<file path="src/shared/hacs_regs.svh">
// Functional notes
// RULE1: Bit 16 reports memory expansion support.
// RULE2: Bit 17 reports the Evict sending preference.
// RULE3: Bit 18 reports the WriteEvictFull sending preference.
// RULE4: Bits 27:19 hold unsigned readiness count.
// RULE5: Count zero means pools always ready.
// RULE6: Bits 30:28 scale multiplier 32^scale ns.
// RULE7: Reported time covers both reset kinds.
// RULE8: Time fields valid from reset onward.
// RULE9: Agent may lower count, scale, or both.
// RULE10: Reported readiness time never increases.
// RULE11: Software may use original or reduced time.
// RULE12: All fields read-only; writes have no effect.
// RULE13: Pool ready flag set by reported time.
`ifndef HACS_REGS_SVH
`define HACS_REGS_SVH

`define HACS_MEM_EXPN_BIT 16
`define HACS_EVICT_HINT_BIT 17
`define HACS_FULL_WB_HINT_BIT 18
`define HACS_COUNT_LSB 19
`define HACS_COUNT_MSB 27
`define HACS_EXP_LSB 28
`define HACS_EXP_MSB 30
`define HACS_POOL_RDY_BIT 31
`define HACS_FIELDS_LSB 16
`define HACS_LOW_ZERO 16'h0000
`define HACS_COUNT_MAX 9'h01FF
`define HACS_COUNT_ZERO 9'h0000
`define HACS_EXP_MAX 3'h7
`define HACS_EXP_ZERO 3'h0
`define HACS_SCALE_SHIFT 5
`define HACS_TIME_W 48
`define HACS_CLK_MHZ 40
`define HACS_CLK_PERIOD_NS (1000 / `HACS_CLK_MHZ)
`define HACS_LEAD_CYCLES 2

`endif

</file>
<file path="src/shared/hacs_pkg.sv">
`include "hacs_regs.svh"

package hacs_pkg;

    typedef logic [`HACS_TIME_W-1:0] hacs_time_type;

    // Packed order matches bits 31 down to 16
    typedef struct packed {
        logic pool_ready;
        logic [2:0] exponent;
        logic [8:0] count;
        logic full_wb_hint;
        logic evict_hint;
        logic mem_expansion;
    } hacs_fields_type;

    function automatic hacs_time_type ready_time_ns(
        input logic [8:0] count,
        input logic [2:0] exponent
    );
        hacs_time_type t;
        t = hacs_time_type'(count) << (`HACS_SCALE_SHIFT * exponent);
        return t;
    endfunction : ready_time_ns

    // Smallest scale whose rounded-up count fits; saturates at maximum
    function automatic logic [11:0] encode_ready_time(input hacs_time_type ns);
        logic [11:0] code;
        hacs_time_type step;
        hacs_time_type q;
        code = {`HACS_EXP_MAX, `HACS_COUNT_MAX};
        for (int e = 7; e >= 0; e--) begin
            step = hacs_time_type'(1) << (`HACS_SCALE_SHIFT * e);
            q = (ns + step - hacs_time_type'(1)) >> (`HACS_SCALE_SHIFT * e);
            if (q <= hacs_time_type'(`HACS_COUNT_MAX)) begin
                code = {3'(e), q[8:0]};
            end
        end
        return code;
    endfunction : encode_ready_time

endpackage : hacs_pkg

</file>
<file path="src/hacs_ready_timer.sv">
`timescale 1ns/1ps
`include "hacs_regs.svh"

module hacs_ready_timer (
    input wire logic i_clk, // 40 MHz clock
    input wire logic i_rst_n, // Async reset, active low
    input wire hacs_pkg::hacs_time_type i_limit_ns, // Deadline in ns
    output logic o_expired // Deadline reached, sticky
);

    localparam hacs_pkg::hacs_time_type PERIOD_NS =
        hacs_pkg::hacs_time_type'(`HACS_CLK_PERIOD_NS);
    localparam hacs_pkg::hacs_time_type LEAD_NS =
        hacs_pkg::hacs_time_type'(`HACS_LEAD_CYCLES * `HACS_CLK_PERIOD_NS);
    localparam hacs_pkg::hacs_time_type TIME_TOP = '1;

    hacs_pkg::hacs_time_type elapsed_ff;
    logic expired_ff;

    // Saturates rather than wrapping back under the limit
    always_ff @(posedge i_clk or negedge i_rst_n) begin
        if (!i_rst_n) begin
            elapsed_ff <= '0;
        end else if (elapsed_ff <= TIME_TOP - PERIOD_NS) begin
            elapsed_ff <= elapsed_ff + PERIOD_NS;
        end
    end

    // Lead covers the two register stages up to the flag
    always_ff @(posedge i_clk or negedge i_rst_n) begin
        if (!i_rst_n) begin
            expired_ff <= 1'b0;
        end else if (elapsed_ff + LEAD_NS >= i_limit_ns) begin
            expired_ff <= 1'b1; // RULE13
        end
    end

    assign o_expired = expired_ff;

endmodule : hacs_ready_timer

</file>
<file path="src/hacs_capability_status.sv">
`timescale 1ns/1ps
`include "hacs_regs.svh"

module hacs_capability_status #(
    parameter logic MEM_EXPANSION_SUPPORTED = 1'b0,
    parameter logic EVICT_HINT = 1'b0,
    parameter logic FULL_WB_HINT = 1'b0,
    parameter logic [63:0] CONV_RESET_READY_NS = 64'h0000_0000_000F_4240,
    parameter logic [63:0] FLR_READY_NS = 64'h0000_0000_000F_4240
) (
    input wire logic i_clk, // 40 MHz clock
    input wire logic i_rst_n, // Async reset, active low
    input wire logic i_pools_ready, // Pools discovered by init logic
    input wire logic i_reduce_req, // Request lower readiness time
    input wire logic [8:0] i_reduce_count, // Requested count
    input wire logic [2:0] i_reduce_exponent, // Requested scale
    output logic [31:0] o_capability_status, // Register word, read-only
    output logic o_reduce_accepted // One-cycle reduce acknowledge
);

    localparam logic [63:0] WORST_NS =
        (CONV_RESET_READY_NS > FLR_READY_NS) ?
        CONV_RESET_READY_NS : FLR_READY_NS; // RULE7
    localparam logic [11:0] INIT_CODE =
        hacs_pkg::encode_ready_time(WORST_NS[`HACS_TIME_W-1:0]); // RULE7
    localparam logic [2:0] INIT_EXP = INIT_CODE[11:9];
    localparam logic [8:0] INIT_COUNT = INIT_CODE[8:0];

    hacs_pkg::hacs_fields_type fields_ff;
    logic reduce_accepted_ff;
    logic timer_expired;
    logic reduce_ok;
    hacs_pkg::hacs_time_type now_ns;
    hacs_pkg::hacs_time_type req_ns;

    assign now_ns = hacs_pkg::ready_time_ns(fields_ff.count,
                                            fields_ff.exponent); // RULE6
    assign req_ns = hacs_pkg::ready_time_ns(i_reduce_count,
                                            i_reduce_exponent);
    // Only during init, and never upward
    assign reduce_ok = i_reduce_req && !fields_ff.pool_ready &&
                       (req_ns <= now_ns); // RULE9 RULE10

    // Fixed capabilities; no write path exists at all
    always_ff @(posedge i_clk or negedge i_rst_n) begin
        if (!i_rst_n) begin
            fields_ff.mem_expansion <= MEM_EXPANSION_SUPPORTED; // RULE1
            fields_ff.evict_hint <= EVICT_HINT; // RULE2
            fields_ff.full_wb_hint <= FULL_WB_HINT; // RULE3
        end else begin
            fields_ff.mem_expansion <= fields_ff.mem_expansion; // RULE12
            fields_ff.evict_hint <= fields_ff.evict_hint; // RULE12
            fields_ff.full_wb_hint <= fields_ff.full_wb_hint; // RULE12
        end
    end

    // Encoded time holds a valid value from reset onward
    always_ff @(posedge i_clk or negedge i_rst_n) begin
        if (!i_rst_n) begin
            fields_ff.count <= INIT_COUNT; // RULE4 RULE8
            fields_ff.exponent <= INIT_EXP; // RULE6 RULE8
        end else if (reduce_ok) begin
            fields_ff.count <= i_reduce_count; // RULE9
            fields_ff.exponent <= i_reduce_exponent; // RULE9
        end
    end

    always_ff @(posedge i_clk or negedge i_rst_n) begin
        if (!i_rst_n) begin
            reduce_accepted_ff <= 1'b0;
        end else begin
            reduce_accepted_ff <= reduce_ok;
        end
    end

    // Deadline follows the current, smallest reported time, so
    // software waiting on either figure sees the flag in time
    hacs_ready_timer u_timer (
        .i_clk(i_clk),
        .i_rst_n(i_rst_n),
        .i_limit_ns(now_ns), // RULE11
        .o_expired(timer_expired)
    );

    // Sticky; forced at the deadline even if init lags
    always_ff @(posedge i_clk or negedge i_rst_n) begin
        if (!i_rst_n) begin
            fields_ff.pool_ready <= 1'b0;
        end else if (i_pools_ready || timer_expired) begin
            fields_ff.pool_ready <= 1'b1; // RULE13
        end else if (fields_ff.count == `HACS_COUNT_ZERO) begin
            fields_ff.pool_ready <= 1'b1; // RULE5
        end
    end

    assign o_capability_status = {fields_ff, `HACS_LOW_ZERO};
    assign o_reduce_accepted = reduce_accepted_ff;

endmodule : hacs_capability_status

</file>
<file path="config.mk">
export PLATFORM = sky130hd
export DESIGN_NAME = hacs_capability_status
export DESIGN_NICKNAME = d
export VERILOG_FILES = /design/src/shared/hacs_pkg.sv /design/src/hacs_ready_timer.sv /design/src/hacs_capability_status.sv
export VERILOG_INCLUDE_DIRS = /design/src /design/src/shared
export SDC_FILE = /design/constraint.sdc
export NUM_CORES = 1
export LEC_CHECK = 0
export ABC_CLOCK_PERIOD_IN_PS = 5250
export BUFFER_PORTS_ARGS = -buffer_cell sky130_fd_sc_hd__clkbuf_2
export CORE_UTILIZATION = 50
export DETAILED_ROUTE_END_ITERATION = 10
export HOLD_SLACK_MARGIN = 0.08
export PLACE_DENSITY = 0.67
export SYNTH_ARGS = -nofsm -noshare
export SYNTH_HDL_FRONTEND = slang
export SYNTH_HIERARCHICAL = 1
export SYNTH_SLANG_ARGS = --single-unit
export TNS_END_PERCENT = 1
</file>
<file path="constraint.sdc">
create_clock -name i_clk -period 5.25 [get_ports i_clk]
set_input_delay 0.525 -clock i_clk [delete_from_list [all_inputs] [get_ports i_clk]]
set_output_delay 0.525 -clock i_clk [all_outputs]
set_load 0.03 [all_outputs]
</file>
---- Word level (Yosys, flattened, before mapping) ----
Cells that the tools add are included.
storage, ports and cells
  register bits after elaboration ......... 63
  bits of input ports ..................... 16
  output and inout bits ................... 33
operators by class
  reductions and logical operators ........ 6
  multiplexer cells ....................... 2
  $lt $le $gt $ge ......................... 3
  multipliers ............................. 2
  add/sub/neg operators ................... 2
  shift operators ......................... 2
operators by type and width
  cell                                                                number
  9-bit by 6-bit left shift with 48-bit output                        2
  48-bit by 5-bit adder with 48-bit output (second input constant)    1
  48-bit by 6-bit adder with 48-bit output (second input constant)    1
  48-bit greater-or-equal comparator                                  1
  48-bit <= comparator                                                1
  48-bit <= comparator (second input constant)                        1
  3-bit by 3-bit multiplier with 6-bit output (first input constant)  2
  9-bit logical NOT                                                   1
  1-bit logical AND                                                   2
  1-bit 2-to-1 mux                                                    2
  2-bit nonzero test                                                  1
  1-bit logical NOT                                                   1
  1-bit logical OR                                                    1

---- Depth between registers and ports, before layout ----
  depth after elaboration ................. 4
  gate-level depth with buffers ........... 21
  mapped depth without buffers ............ 16

---- Modules after synthesis ----
The synthesis kept the hierarchy.
by module, submodules not included
  module                  area each (um^2)  cells each  instances  seq. area each (um^2)
  hacs_ready_timer        4384.2            526         1          1226.2
  hacs_capability_status  4364.2            668         1          359.1

---- Worst setup path before layout ----
No wires, ideal clock.
  kind .................................... register -> register
  start ................................... register fields_ff (netlist bit o_capability_status[29])
  end ..................................... register fields_ff (netlist bit o_capability_status[24])
  path buffers ............................ 7
  arrival ................................. 4.858 ns
  clock period less this slack ............ 4.927 ns
  cell stages (with the launch flop) ...... 20
  setup slack ............................. 0.323 ns
  library setup time ...................... 0.069 ns
  cells stage by stage .................... dfstp_2 > clkbuf_1 > clkbuf_1 > clkbuf_1 > clkbuf_1 > and2_1 > ha_1 > clkbuf_1 > a22oi_1 > or2_2 > ha_1 > and2_0 > a221o_1 > a221oi_2 > o21ai_1 > and3_1 > buf_6 > buf_6 > or4_1 > nand3_1
between the ends
  cells in the longest elaborated chain, start to end .. 4
ends and longest elaborated chain
  what                                                   RTL line                      text
  from (decl)                                            hacs_capability_status.sv:29  hacs_pkg::hacs_fields_type fields_ff;
  3-bit by 3-bit multiplier with 6-bit output (no line)  n/a
  9-bit by 6-bit left shift with 48-bit output           hacs_pkg.sv:22                t = hacs_time_type'(count) << (`HACS_SCALE_SHIFT * exponent);
  48-bit <= comparator                                   hacs_capability_status.sv:42  (req_ns <= now_ns);
  1-bit logical AND                                      hacs_capability_status.sv:41  assign reduce_ok = i_reduce_req && !fields_ff.pool_ready &&
Every way passes these cells.
A chain may end at the register's enable or synchronous reset.

---- Worst setup path in the final report ----
  start ................................... register fields_ff (netlist bit o_capability_status[28])
  end ..................................... register fields_ff (netlist bit o_capability_status[20])
The elaborated chain is that of the path after synthesis.

==> metrics.md <==
| Metric | Value |
|---|---|
| Placed cells | about 1400 |
| Worst vdd ir | roughly 0.52 mV |
| Num ports | 49 |
| CTS root buffer | clkbuf_16 |
| CP Launch Type | flop |
| Ratio of cells with drive above 1 in the final layout | under 10% |
| Max-cap violations | 0 |
| Clk pin slew, worst setup/hold paths | approximately 0.06 ns |
| IO buf count | 29 |
| # rows | 47 |
| Pwr/cell area | 725 nW/um^2 |
| Antenna violations before repair | 0 |
| Synth warnings | 6 |
| CP Capture Type | flop |
| DRC Markers | 0 |
| Final Cycle Share | 89.2% |
| ANT cells | 0 |
| CTS buffer count | 9 |
| Critical Path AT | around 5.0 ns |
| Final TNS setup | 0 ns |
| Routed vias | around 8600 |
| 1st-iter DRT viols | ~1100 |
| CTS tree | done |
| Max Freq | between 200 and 250 MHz |
| First-pass GRT wire length | 41.9 mm |
| Fill count | 1659 |
| Worst hold margin | between 0.3 and 0.4 ns |
| Slew HR | approximately 13% |
| Area grow syn2layout | 6.08% |
| Required time worst endpoint | 5.54 ns |
| Kind of critical path | flop to flop |
| Setup violations, final | 0 |
| Post-CTS setup buffers | 0 |
| Clk Latency, worst-skew pair | 0.35 ns |
| DRT Pass-1 Iters | 6 |
| Gr ovfl total | 0 |
| Worst-case clock buffer depth | 2 |
| Mean Syn Cell Area | around 7.3 sq um |
| Post-Syn Area | roughly 8700 sq um |
| Total Wirelength | around 26 mm |
| Clk_skew | approximately 0.007 ns |
| Register area share after synthesis | a little under a fifth |
| Post-Syn Instances | 1194 |
| Detailed Place HPWL | roughly 20 mm |
| Post-synth EDFFs | 0 |
| Synth async-reset ratio | 100% |
| Routed len/inst | around 18 um |
| Vias in the first global route | roughly 7800 |
| Slew Viols, Final | 0 |
| Post-synthesis register bit count | 63 |
| RSZ-0062 raised after global routing | no |
| Gr usage total | 29.6% |
| Clock Sinks | 63 |
| Worst Path Max Fanout | 25 |
| Worst slew pin tran | 1.30 ns |
| Final std cells w/o fill | roughly 1400 |
| Die Width | roughly 130 um |
| Final number of hold-violating endpoints | 0 |
| Number of hold buffers added after cts | 0 |
| Status | complete, no violations |
| H-tree depth | 3 |
| Worst Hold Class | primary input to async pin |
| Vias/cell | between 6 and 7 |
| Leak | about 4.4 nW |
| Synth unique cells | 67 |
| Core area | ~17000 sq um |
| Minimum clock period | 4.68 ns |
| Synth Flop Type | dfrtp_1 |
| Placer congestion estimate | approximately 0.94 |
| Die Span Y | ~130 um |
| Largest net degree at the start of global routing | 64 |
| Total Die Area | about 18000 sq um |
| Initial Utilization | between 50% and 60% |
| Cts repair resizes | 0 |
| Final net count | 1307 |
| Post-DRT Antenna Nets | 0 |
==> cell usage after synthesis, drive strengths merged (35+ instances only) <==
cell type,count,area [sq um]
dfrtp,56,1400
ha,105,1310
a21oi,48,240
nor2,128,480
nand2,161,604
xor2,42,368
inv,87,327
nand3,55,275
buf,35,246
xnor2,54,473
clkbuf,52,198
o21ai,42,210
nand4,42,263
==> logic make-up (layout without fill, tap and decap cells) <==
family / after synthesis / in the layout / synth area share (%)
other cells: 1 / 19 / 0.0429
buf+inv: 174 / 153 / 8.81
xor+xnor: 96 / 96 / 9.61
compound gates: 205 / 205 / 15.2
fa+ha+maj: 105 / 105 / 15.0
flops: 63 / 63 / 18.1
mux: 35 / 35 / 4.59
simple gates: 515 / 515 / 28.6
==> cell type report <==
type / instances / area, sq um / area share, %
Multi-Input combinational cell: 975 / 6460 / 69.6
Sequential cell: 63 / 1590 / 17.1
Inverter: 87 / 327 / 3.52
Timing Repair Buffer: 50 / 303 / 3.26
Tap cell: 220 / 275 / 2.97
Clock buffer: 9 / 225 / 2.43
Clock inverter: 7 / 105 / 1.13
==> worst max-delay path, stage by stage, from the launching register on <==
cell,delay [ns]
dfstp_2,0.77
ha_1,0.50
xor2_1,0.28
nor2_1,0.26
and2_1,0.22
a22oi_1,0.10
or2_2,0.34
ha_1,0.29
and2_0,0.17
a221o_1,0.32
a221oi_2,0.27
o21ai_1,0.08
and3_1,0.19
buf_4,0.21
or4_1,0.53
nand3_1,0.09
==> sequential cells by signal (all words and copies together) (netlist names) <==
name / flops
o_reduce_accepted: 1
u_timer/elapsed_ff: 48
u_timer/o_expired: 1
o_capability_status: 13
==> metrics by stage <==
stage                     power [mW]  cell area, sq um  util, %  setup WS (ns)
after floorplan                 4.34              8820        -          0.323
after global placement          5.82              8950     53.2          0.633
after detailed placement        5.82              8950     53.2          0.641
after CTS                       6.58              9280     55.2          0.660
after global routing            7.35              9280     55.2          0.266
final                           6.73              9280     55.2          0.567
==> final timing paths <==
kind,start,to,slack [ns],cells after the start
min in group i_clk,i_pools_ready,o_capability_status[31],0.43,3
setup reg to reg,o_capability_status[28],o_capability_status[20],0.57,15
setup / recovery,o_capability_status[28],o_capability_status[20],0.57,15
hold / removal,i_rst_n,o_capability_status[24],0.34,2
hold reg to reg,u_timer/elapsed_ff[47],u_timer/elapsed_ff[47],0.51,1
max in group asynchronous,i_rst_n,u_timer/elapsed_ff[38],4.35,2
==> where the power goes <==
part | leakage [nW] | switching [mW] | internal (mW) | total [mW]
registers | 0.802 | 0.146 | 0.554 | 0.701
logic | 3.43 | 3.46 | 1.88 | 5.34
clock network | 0.158 | 0.266 | 0.422 | 0.688
==> routing by layer <==
| layer | global-route usage (%) | routed length, um | vias up |
|---|---|---|---|
| met5 | 0 | 0 | - |
| met4 | 6.30 | 366 | 0 |
| met3 | 4.65 | 1860 | 34 |
| met2 | 44.2 | 11000 | 353 |
| met1 | 44.6 | 12500 | 4024 |
| li1 | - | - | 4150 |
==> layout by cell type, fill, tap and decap left out, drive strengths merged, types with 37 or more instances in the layout <==
cell type and n:
a21oi 48, clkbuf 37, dfrtp 56, ha 105, inv 89, nand2 161
nand3 55, nand4 42, nor2 128, o21ai 42, xnor2 54, xor2 42
(Power assumes the default switching activity.)
